File: src/smst_defines.svh
// Constants for the sled management status and throttle block.
// Assumes a 125 MHz system clock; included by bare name.
`ifndef SMST_DEFINES_SVH
`define SMST_DEFINES_SVH

// ---------------------------------------------------------------
// Register offsets (word index on the plain software port)
// ---------------------------------------------------------------
`define SMST_REG_CTRL 4'h0
`define SMST_REG_STATUS 4'h1
`define SMST_REG_IRQ_STAT 4'h2
`define SMST_REG_IRQ_MASK 4'h3
`define SMST_REG_FAN_DUTY 4'h4
`define SMST_REG_POWER 4'h5
`define SMST_REG_POST_LAST 4'h6
`define SMST_REG_POST_CNT 4'h7
`define SMST_REG_POST_RD 4'h8
`define SMST_REG_CHASSIS 4'h9
`define SMST_REG_BAUD 4'ha
`define SMST_REG_LOG_PTR 4'hb

// ---------------------------------------------------------------
// Control register fields
// ---------------------------------------------------------------
`define SMST_CTRL_ALIVE 0
`define SMST_CTRL_IDENT 1
`define SMST_CTRL_FANOVR 2

// ---------------------------------------------------------------
// Interrupt status fields
// ---------------------------------------------------------------
`define SMST_IRQ_UC_ASSERT 0
`define SMST_IRQ_UC_DEASSERT 1
`define SMST_IRQ_FAN_FAIL 2
`define SMST_IRQ_POST 3
`define SMST_IRQ_W 4

// ---------------------------------------------------------------
// Reset values and thresholds (power in 0.1 W units)
// ---------------------------------------------------------------
`define SMST_FAN_FULL 8'hff
`define SMST_FAN_BOOST 8'hff
`define SMST_UC_ASSERT_DW 16'h156e
`define SMST_UC_DEASSERT_DW 16'h1192
`define SMST_BAUD_DEFAULT 32'h0001c200
`define SMST_POST_DEPTH 256
`define SMST_LOG_BYTES 65536

// ---------------------------------------------------------------
// Timing
// ---------------------------------------------------------------
`define SMST_CLK_HZ 125000000
`define SMST_BLINK_MS 250
`define SMST_BLINK_CYC ((`SMST_CLK_HZ / 1000) * `SMST_BLINK_MS)
`define SMST_PULSE_MS 1
`define SMST_PULSE_CYC ((`SMST_CLK_HZ / 1000) * `SMST_PULSE_MS)

`endif

File: src/smst_pkg.sv
// Types used by the management end of the sled management link.
// Assumes smst_defines.svh is used for every number.
package smst_pkg;
	// Chassis control commands
	typedef enum logic [2:0] {
		SMST_CMD_NONE = 3'b000,
		SMST_CMD_DOWN = 3'b001,
		SMST_CMD_UP = 3'b010,
		SMST_CMD_CYCLE = 3'b011,
		SMST_CMD_RESET = 3'b100
	} smst_cmd_t;

	// Chassis sequencer states
	typedef enum logic [2:0] {
		SMST_ST_IDLE = 3'b000,
		SMST_ST_OFF = 3'b001,
		SMST_ST_ON = 3'b010,
		SMST_ST_CYC_WAIT = 3'b011,
		SMST_ST_RST = 3'b100
	} smst_state_t;
endpackage

File: src/smst_link_if.sv
// Link between the management controller and the platform logic.
// Assumes both ends share one clock; no clocking block.
`timescale 1ns/10ps
interface smst_link_if;
	logic throttleNotify;
	logic hostPowerOn;
	logic hostResetReq;
	logic dcOn;
	logic [7:0] postCode;
	logic postValid;
	logic fanFail;
	logic [15:0] powerDw;
	logic powerValid;

	modport mgmt (
		output throttleNotify,
		output hostPowerOn,
		output hostResetReq,
		input dcOn,
		input postCode,
		input postValid,
		input fanFail,
		input powerDw,
		input powerValid
	);
	modport plat (
		input throttleNotify,
		input hostPowerOn,
		input hostResetReq,
		output dcOn,
		output postCode,
		output postValid,
		output fanFail,
		output powerDw,
		output powerValid
	);
endinterface

File: src/smst_blinker.sv
// Free-running blink toggle, one shared by every LED that blinks.
// Assumes a synchronous active-high reset and a clock enable.
`timescale 1ns/10ps
`include "smst_defines.svh"
module smst_blinker (
	input wire logic clock,
	input wire logic srst,
	input wire logic clkEn,
	output logic blink
);
	logic [24:0] count_q;

	// Half-period counter
	always_ff @(posedge clock) begin
		if (srst) begin
			count_q <= 25'h0000000;
			blink <= 1'b0;
		end else if (clkEn) begin
			if (count_q == 25'(`SMST_BLINK_CYC - 1)) begin
				count_q <= 25'h0000000;
				blink <= ~blink;
			end else begin
				count_q <= count_q + 25'h0000001;
			end
		end
	end
endmodule

File: src/smst_mgmt.sv
// Management controller end: self-test code capture, LEDs, fan drive,
// throttle hysteresis, chassis control and event log pointer.
// Assumes one clock; software on a plain strobe port.
//
// The strobed register port and the register addresses were decided locally.
`timescale 1ns/10ps
`include "smst_defines.svh"
module smst_mgmt (
	input wire logic clock,
	input wire logic srst,
	input wire logic clkEn,
	smst_link_if.mgmt link,
	input wire logic [3:0] regAddr,
	input wire logic [31:0] regWdata,
	input wire logic regWr,
	input wire logic regRd,
	output logic [31:0] regRdata,
	input wire logic sensorAlarm,
	output logic [7:0] postDisplay,
	output logic [7:0] fanDuty,
	output logic heartbeatLed,
	output logic powerLed,
	output logic stateLed,
	output logic irq
);
	// ---------------------------------------------------------------
	// Storage and control state
	// ---------------------------------------------------------------
	logic [7:0] postMem [0:`SMST_POST_DEPTH-1];
	logic [7:0] postWr_q;
	logic [8:0] postCnt_q;
	logic [7:0] postRdIdx_q;
	logic [2:0] ctrl_q;
	logic [7:0] fanSet_q;
	logic [`SMST_IRQ_W-1:0] irqStat_q;
	logic [`SMST_IRQ_W-1:0] irqMask_q;
	logic [`SMST_IRQ_W-1:0] irqEvt;
	logic [`SMST_IRQ_W-1:0] irqStat_d;
	logic [15:0] power_q;
	logic throttle_q;
	logic ucAssert;
	logic ucDeassert;
	logic [31:0] baud_q;
	logic [15:0] logPtr_q;
	smst_pkg::smst_state_t state_q;
	logic [16:0] pulseCnt_q;
	logic blink;
	logic [31:0] rd_d;

	smst_blinker u_blink (
		.clock(clock),
		.srst(srst),
		.clkEn(clkEn),
		.blink(blink)
	);

	// ---------------------------------------------------------------
	// Self-test code capture
	// ---------------------------------------------------------------
	// Ring memory, no reset needed; valid only below postCnt_q
	always_ff @(posedge clock) begin
		if (clkEn && link.postValid) begin
			postMem[postWr_q] <= link.postCode;
		end
	end

	// Write pointer and count run from the first cycle after reset
	always_ff @(posedge clock) begin
		if (srst) begin
			postWr_q <= 8'h00;
			postCnt_q <= 9'h000;
			postDisplay <= 8'h00;
		end else if (clkEn && link.postValid) begin
			postWr_q <= postWr_q + 8'h01;
			postDisplay <= link.postCode;
			if (postCnt_q != 9'(`SMST_POST_DEPTH)) begin
				postCnt_q <= postCnt_q + 9'h001;
			end
		end
	end

	// ---------------------------------------------------------------
	// Software writes
	// ---------------------------------------------------------------
	// Plain control registers; every write acts on the next cycle
	always_ff @(posedge clock) begin
		if (srst) begin
			ctrl_q <= 3'h0;
			fanSet_q <= `SMST_FAN_FULL;
			irqMask_q <= '0;
			postRdIdx_q <= 8'h00;
			baud_q <= `SMST_BAUD_DEFAULT;
		end else if (clkEn && regWr) begin
			case (regAddr)
				`SMST_REG_CTRL: begin
					ctrl_q <= regWdata[2:0];
				end
				`SMST_REG_IRQ_MASK: begin
					irqMask_q <= regWdata[`SMST_IRQ_W-1:0];
				end
				`SMST_REG_FAN_DUTY: begin
					fanSet_q <= regWdata[7:0];
				end
				`SMST_REG_POST_RD: begin
					postRdIdx_q <= regWdata[7:0];
				end
				`SMST_REG_BAUD: begin
					baud_q <= regWdata;
				end
				default: begin
				end
			endcase
		end
	end

	// ---------------------------------------------------------------
	// Fan drive
	// ---------------------------------------------------------------
	// Full duty until software sets the override bit; failure wins
	always_ff @(posedge clock) begin
		if (srst) begin
			fanDuty <= `SMST_FAN_FULL;
		end else if (clkEn) begin
			if (link.fanFail) begin
				fanDuty <= `SMST_FAN_BOOST;
			end else if (ctrl_q[`SMST_CTRL_FANOVR]) begin
				fanDuty <= fanSet_q;
			end else begin
				fanDuty <= `SMST_FAN_FULL;
			end
		end
	end

	// ---------------------------------------------------------------
	// Power throttle with hysteresis
	// ---------------------------------------------------------------
	assign ucAssert = link.powerValid && !throttle_q && (link.powerDw >= `SMST_UC_ASSERT_DW);
	assign ucDeassert = link.powerValid && throttle_q && (link.powerDw < `SMST_UC_DEASSERT_DW);

	// Only crossings change the pin; the band between holds it
	always_ff @(posedge clock) begin
		if (srst) begin
			throttle_q <= 1'b0;
			power_q <= 16'h0000;
		end else if (clkEn) begin
			if (link.powerValid) begin
				power_q <= link.powerDw;
			end
			if (ucAssert) begin
				throttle_q <= 1'b1;
			end else if (ucDeassert) begin
				throttle_q <= 1'b0;
			end
		end
	end
	assign link.throttleNotify = throttle_q;

	// ---------------------------------------------------------------
	// Events, sticky status and interrupt
	// ---------------------------------------------------------------
	assign irqEvt = {link.postValid, link.fanFail, ucDeassert, ucAssert};

	// Set wins over a write-one clear in the same cycle
	assign irqStat_d = ((regWr && regAddr == `SMST_REG_IRQ_STAT) ?
		(irqStat_q & ~regWdata[`SMST_IRQ_W-1:0]) : irqStat_q) | irqEvt;

	// Interrupt follows the next status, so a clear drops it at once
	always_ff @(posedge clock) begin
		if (srst) begin
			irqStat_q <= '0;
			irq <= 1'b0;
		end else if (clkEn) begin
			irqStat_q <= irqStat_d;
			irq <= |(irqStat_d & irqMask_q);
		end
	end

	// Event log write pointer wraps in a 64K byte space, no alert logic
	always_ff @(posedge clock) begin
		if (srst) begin
			logPtr_q <= 16'h0000;
		end else if (clkEn && (ucAssert || ucDeassert)) begin
			logPtr_q <= logPtr_q + 16'h0001;
		end
	end

	// ---------------------------------------------------------------
	// Chassis control sequencer
	// ---------------------------------------------------------------
	// A cycle holds power off one pulse time before turning it back on
	always_ff @(posedge clock) begin
		if (srst) begin
			state_q <= smst_pkg::SMST_ST_IDLE;
			pulseCnt_q <= 17'h00000;
		end else if (clkEn) begin
			case (state_q)
				smst_pkg::SMST_ST_IDLE,
				smst_pkg::SMST_ST_OFF,
				smst_pkg::SMST_ST_ON: begin
					if (regWr && regAddr == `SMST_REG_CHASSIS) begin
						pulseCnt_q <= 17'h00000;
						case (smst_pkg::smst_cmd_t'(regWdata[2:0]))
							smst_pkg::SMST_CMD_DOWN: state_q <= smst_pkg::SMST_ST_OFF;
							smst_pkg::SMST_CMD_UP: state_q <= smst_pkg::SMST_ST_ON;
							smst_pkg::SMST_CMD_CYCLE: state_q <= smst_pkg::SMST_ST_CYC_WAIT;
							smst_pkg::SMST_CMD_RESET: state_q <= smst_pkg::SMST_ST_RST;
							default: begin
							end
						endcase
					end
				end
				smst_pkg::SMST_ST_CYC_WAIT,
				smst_pkg::SMST_ST_RST: begin
					if (pulseCnt_q == 17'(`SMST_PULSE_CYC - 1)) begin
						state_q <= smst_pkg::SMST_ST_ON;
					end else begin
						pulseCnt_q <= pulseCnt_q + 17'h00001;
					end
				end
				default: begin
					state_q <= smst_pkg::SMST_ST_IDLE;
				end
			endcase
		end
	end

	// Link outputs registered; idle leaves host power on
	always_ff @(posedge clock) begin
		if (srst) begin
			link.hostPowerOn <= 1'b1;
			link.hostResetReq <= 1'b0;
		end else if (clkEn) begin
			link.hostPowerOn <= !(state_q == smst_pkg::SMST_ST_OFF ||
				state_q == smst_pkg::SMST_ST_CYC_WAIT);
			link.hostResetReq <= (state_q == smst_pkg::SMST_ST_RST);
		end
	end

	// ---------------------------------------------------------------
	// LEDs
	// ---------------------------------------------------------------
	always_ff @(posedge clock) begin
		if (srst) begin
			heartbeatLed <= 1'b0;
			powerLed <= 1'b0;
			stateLed <= 1'b0;
		end else if (clkEn) begin
			heartbeatLed <= ctrl_q[`SMST_CTRL_ALIVE] & blink;
			powerLed <= ctrl_q[`SMST_CTRL_IDENT] ? blink : link.dcOn;
			stateLed <= sensorAlarm & blink;
		end
	end

	// ---------------------------------------------------------------
	// Register read, data one cycle after the strobe
	// ---------------------------------------------------------------
	always_comb begin
		rd_d = 32'h00000000;
		case (regAddr)
			`SMST_REG_CTRL: rd_d = {29'h0, ctrl_q};
			`SMST_REG_STATUS: rd_d = {28'h0, link.dcOn, link.fanFail, sensorAlarm, throttle_q};
			`SMST_REG_IRQ_STAT: rd_d = {28'h0, irqStat_q};
			`SMST_REG_IRQ_MASK: rd_d = {28'h0, irqMask_q};
			`SMST_REG_FAN_DUTY: rd_d = {16'h0, fanDuty, fanSet_q};
			`SMST_REG_POWER: rd_d = {16'h0, power_q};
			`SMST_REG_POST_LAST: rd_d = {24'h0, postDisplay};
			`SMST_REG_POST_CNT: rd_d = {15'h0, postCnt_q, postWr_q};
			`SMST_REG_POST_RD: rd_d = {16'h0, postRdIdx_q, postMem[postRdIdx_q]};
			`SMST_REG_CHASSIS: rd_d = {29'h0, state_q};
			`SMST_REG_BAUD: rd_d = baud_q;
			`SMST_REG_LOG_PTR: rd_d = {16'h0, logPtr_q};
			default: rd_d = 32'h00000000;
		endcase
	end

	always_ff @(posedge clock) begin
		if (srst) begin
			regRdata <= 32'h00000000;
		end else if (clkEn) begin
			regRdata <= regRd ? rd_d : 32'h00000000;
		end
	end
endmodule

File: src/flat_wrapper.sv
// flat-port wrapper written by rule: the top's interface ports become plain ports
module smst_mgmt_flat 
  (clock, srst, clkEn, regAddr, regWdata, regWr, regRd, regRdata, sensorAlarm, postDisplay, fanDuty, heartbeatLed, powerLed, stateLed, irq, link_throttleNotify, link_hostPowerOn, link_hostResetReq, link_dcOn, link_postCode, link_postValid, link_fanFail, link_powerDw, link_powerValid);
  smst_link_if link_i ();
  input wire logic clock;
  input wire logic srst;
  input wire logic clkEn;
  input wire logic [3:0] regAddr;
  input wire logic [31:0] regWdata;
  input wire logic regWr;
  input wire logic regRd;
  output logic [31:0] regRdata;
  input wire logic sensorAlarm;
  output logic [7:0] postDisplay;
  output logic [7:0] fanDuty;
  output logic heartbeatLed;
  output logic powerLed;
  output logic stateLed;
  output logic irq;
  output wire logic [$bits(link_i.throttleNotify)-1:0] link_throttleNotify;
  output wire logic [$bits(link_i.hostPowerOn)-1:0] link_hostPowerOn;
  output wire logic [$bits(link_i.hostResetReq)-1:0] link_hostResetReq;
  input wire logic [$bits(link_i.dcOn)-1:0] link_dcOn;
  input wire logic [$bits(link_i.postCode)-1:0] link_postCode;
  input wire logic [$bits(link_i.postValid)-1:0] link_postValid;
  input wire logic [$bits(link_i.fanFail)-1:0] link_fanFail;
  input wire logic [$bits(link_i.powerDw)-1:0] link_powerDw;
  input wire logic [$bits(link_i.powerValid)-1:0] link_powerValid;
  assign link_throttleNotify = link_i.throttleNotify;
  assign link_hostPowerOn = link_i.hostPowerOn;
  assign link_hostResetReq = link_i.hostResetReq;
  assign link_i.dcOn = link_dcOn;
  assign link_i.postCode = link_postCode;
  assign link_i.postValid = link_postValid;
  assign link_i.fanFail = link_fanFail;
  assign link_i.powerDw = link_powerDw;
  assign link_i.powerValid = link_powerValid;
  smst_mgmt u_core (.clock(clock), .srst(srst), .clkEn(clkEn), .link(link_i), .regAddr(regAddr), .regWdata(regWdata), .regWr(regWr), .regRd(regRd), .regRdata(regRdata), .sensorAlarm(sensorAlarm), .postDisplay(postDisplay), .fanDuty(fanDuty), .heartbeatLed(heartbeatLed), .powerLed(powerLed), .stateLed(stateLed), .irq(irq));
endmodule
File: config.mk
export PLATFORM = sky130hd
export DESIGN_NAME = smst_mgmt_flat
export DESIGN_NICKNAME = d
export VERILOG_FILES = /design/src/smst_pkg.sv /design/src/smst_link_if.sv /design/src/smst_blinker.sv /design/src/smst_mgmt.sv /design/src/flat_wrapper.sv
export VERILOG_INCLUDE_DIRS = /design/src
export SDC_FILE = /design/constraint.sdc
export NUM_CORES = 2
export LEC_CHECK = 0
export BUFFER_PORTS_ARGS = -buffer_cell sky130_fd_sc_hd__buf_4
export CORE_MARGIN = 5
export CORE_UTILIZATION = 50
export CTS_CLUSTER_DIAMETER = 80
export DETAILED_ROUTE_END_ITERATION = 12
export PLACE_DENSITY = 0.66
export SYNTH_ARGS = -nofsm -noshare
export SYNTH_HDL_FRONTEND = slang
export SYNTH_SLANG_ARGS = --single-unit
File: constraint.sdc
create_clock -name clock -period 3.79 [get_ports clock]
set_input_delay 1.137 -clock clock [delete_from_list [all_inputs] [get_ports clock]]
set_output_delay 1.137 -clock clock [all_outputs]
set_load 0.03 [all_outputs]
==> out/results.txt <==
top_reg_cell synth: edfxtp_1
filler cell count: 13,100
final WL: 255 mm
min-delay worst type: flip-flop to flip-flop
CTS tree: yes
crit path buf inv count: 2
startpoint types: flip-flop
count of cell types in the netlist: 89
global route total overflow: 0
nets: 5,632
first-pass GRT wire length: 364 mm
post-synth top area cell: edfxtp_1
Post-Place Cells: 7,683
largest net degree at the start of global routing: 116
Setup-failing EPs final: 0
core footprint: 178,000 sq um
Post-synth EDFFs: 2,048
synthesized area per cell: 18.0 sq um
cell mode on critical path: nor3_1
fmax: 0.268 GHz
Die H: 433 microns
Syn Nets: 5,035
register bit count reported by yosys: 2,265
CTS H-Tree Depth: 4
Hold WS: 0.453 ns
CP max stage cell: nor3_1
CTS buffer count: 223
via count: 51,300
Setup CP Type: flip-flop to flip-flop
max-cap viol count: 0
CP required: 4.49 ns
crit end category: flip-flop
Final Critical Period: 3.73 ns
sequential share of the synthesized area: 0.736
Worst Clk Skew: 0.0545 ns
Max Buffers Root-to-Sink: 3
FP Rows: 155
Worst Path Arrival: 4.43 ns
Leakage: 32.8 nW
Crit Path Max Fanout: 41
drt pass-1 iters: 5
Via-to-Cell Ratio: 6.34
cell family with most CP delay: simple AND/OR/NAND/NOR gates
worst-skew pair later-pin latency: 0.86 ns
synthesis warning total: 0
Residual DRC: 0
post-synthesis async set-or-reset flop share: 0
vias in the first global route: 50,000
GRT Total Usage: 0.270
Post-DP HPWL: 166 mm
CTS root buffer: clkbuf_16
Initial Utilization: 0.502
Rel. slew slack: 0.293
max-slew violations: 0
Die Width: 433 microns
DRT antenna net count: 0
fin cells: 8,101
Gate Count Post-Synth: 4,956
unrepaired setup endpoints after global routing: no
Peak VDD IR: 0.000446 V
Post-Synthesis Cell Area: 89,500 sq um
DR iter-0 viols: 7,258
Critical Path, Cell by Cell: buf_12, buf_4, mux4_2, or3_1, a21oi_1, nor3_1, nor3_1, o41ai_2
ranking of synthesized cells by area: edfxtp_1 69%, mux4_2 11%, dfxtp_1 4.9%, mux2i_1 1.9%, nor2_1 1.8%
Slew @ Worst Pin: 1.05 ns
Power Total: 49.8 mW
Avg WL per Cell: 31.5 microns
status: completed
Area growth syn-to-layout: 15.5%
antenna violations before repair: 9
layout cell share with drive strength beyond 1: 0.257
PD cells: 482 nW/um^2
PortBufs: 124
leading cell type in the layout, fill and taps excluded: edfxtp_1
area fraction of the dominant cell type after synthesis: 0.688
Reg clk slew, reported paths: 0.06 ns
final hold vios: 0
Placer Congestion: 0.963
Max stage delay on crit path: 0.67 ns
die area: 187,000 sq um
most frequent cells in the layout: 2,048 x edfxtp_1, 616 x buf_4, 440 x mux4_2
Final period util: 0.983
I/O pin cnt: 125
CTS Sinks: 2,265
[report_power, final]
part / internal (mW) / leakage, nW / switching (mW) / total [mW]
clock: 12.0 / 3.46 / 9.36 / 21.4
combinational: 0.310 / 9.19 / 0.824 / 1.13
sequential: 27.2 / 20.2 / 0.0416 / 27.3
total: 39.6 / 32.8 / 10.2 / 49.8
[worst register-to-register path: cells and delay by family (launching register included)]
| kind | cells | cell delay [ns] |
|---|---|---|
| buffers and inverters | 2 | 0.76 |
| and+or+nand+nor | 3 | 1.13 |
| DFF | 1 | 0.59 |
| AOI/OAI and AO/OA | 2 | 0.55 |
| muxes | 1 | 0.54 |
[worst paths after layout]
check | start | end | slack, ns | cells past startpoint
setup / recovery | flip-flop | u_core.regRdata[0]$_SDFFE_PP0P_ | 0.06 | 8
hold / removal | u_core.baud_q[21]$_SDFFE_PP0P_ | u_core.baud_q[21]$_SDFFE_PP0P_ | 0.45 | 2
setup reg to reg | flip-flop | u_core.regRdata[0]$_SDFFE_PP0P_ | 0.06 | 8
hold reg to reg | u_core.baud_q[21]$_SDFFE_PP0P_ | u_core.baud_q[21]$_SDFFE_PP0P_ | 0.45 | 2
[registers in the layout, indices dropped and copies added, names as in the netlist, 9 cells and up, named ones only]
name and cells:
u_core.postMem 2048, u_core.baud_q 32, u_core.regRdata 32, u_core.u_blink.count_q 25, u_core.pulseCnt_q 17, u_core.logPtr_q 16
u_core.power_q 16, u_core.postCnt_q 9
[area by class of cell]
type / instances / area (sq um) / share of cell area
Clock buffer: 292 / 5960 / 0.0577
Multi-Input combinational cell: 2369 / 21600 / 0.209
Inverter: 23 / 88.8 / 0.000860
Sequential cell: 2265 / 65900 / 0.638
Clock inverter: 120 / 1120 / 0.0109
Antenna cell: 6 / 15.0 / 0.000145
Timing Repair Buffer: 671 / 5680 / 0.0549
Tap cell: 2355 / 2950 / 0.0285
[logic make-up after synthesis]
logic type | count (synthesis) | synth area share
and+or+nand+nor | 1071 | 0.0530
muxes | 639 | 0.136
adders and majority gates | 9 | 0.00126
buffers and inverters | 322 | 0.0224
DFF | 2265 | 0.736
AOI/OAI and AO/OA | 590 | 0.0450
xor gates and xnor gates | 60 | 0.00587
[through the flow]
step | util | setup slack (ns) | setup TNS [ns] | cell area [sq um]
finish | 0.580 | 0.0645 | 0 | 103000
floorplan | - | 0.504 | 0 | 89500
detailed placement | 0.540 | -0.0872 | -0.0872 | 96200
global placement | 0.540 | -0.227 | -0.227 | 96200
global route | 0.580 | 0.0368 | 0 | 103000
CTS | 0.579 | 0.0902 | 0 | 103000
[Yosys cell counts (9+ instances only)]
library cell  number
xnor2_1           19
ha_1               9
buf_8             15
dfxtp_1          217
nor2b_1           25
mux2i_1          171
a221oi_1          20
buf_1             12
clkbuf_1         142
buf_6             24
a2111oi_0         10
a21oi_1          166
nand4_1           29
o221ai_1          35
o21ai_0           50
nor3_1            50
and3_1            29
o22ai_1           57
nand2_1          307
buf_2             68
inv_1             19
nand3_1           80
mux4_1            17
nor4_1            14
or3_1             26
buf_4             19
and2_1            10
mux4_2           440
mux2_2            11
a211o_1           10
buf_12            18
a22oi_1           97
a211oi_1          15
a31oi_1           33
nand2b_1          24
xor2_1            41
nor2_1           439
edfxtp_1        2048
a22o_1            15
[timing repair]
| action | CTS | global route |
|---|---|---|
| endpoints found under the setup margin | 1 | 1 |
| setup buffers | 0 | 0 |
| endpoints found under the hold margin | 0 | 0 |
| resized for setup | 2 | 1 |
| hold buffers | 0 | 0 |
[layer usage]
| metal | global-route usage | vias up | wire length, microns |
|---|---|---|---|
| met5 | 0 | - | 51 |
| met4 | 0.101 | 6 | 10600 |
| met1 | 0.380 | 26500 | 98400 |
| met2 | 0.414 | 3187 | 117000 |
| li1 | - | 21100 | - |
| met3 | 0.0678 | 529 | 28500 |
(Power assumes the default switching activity.)
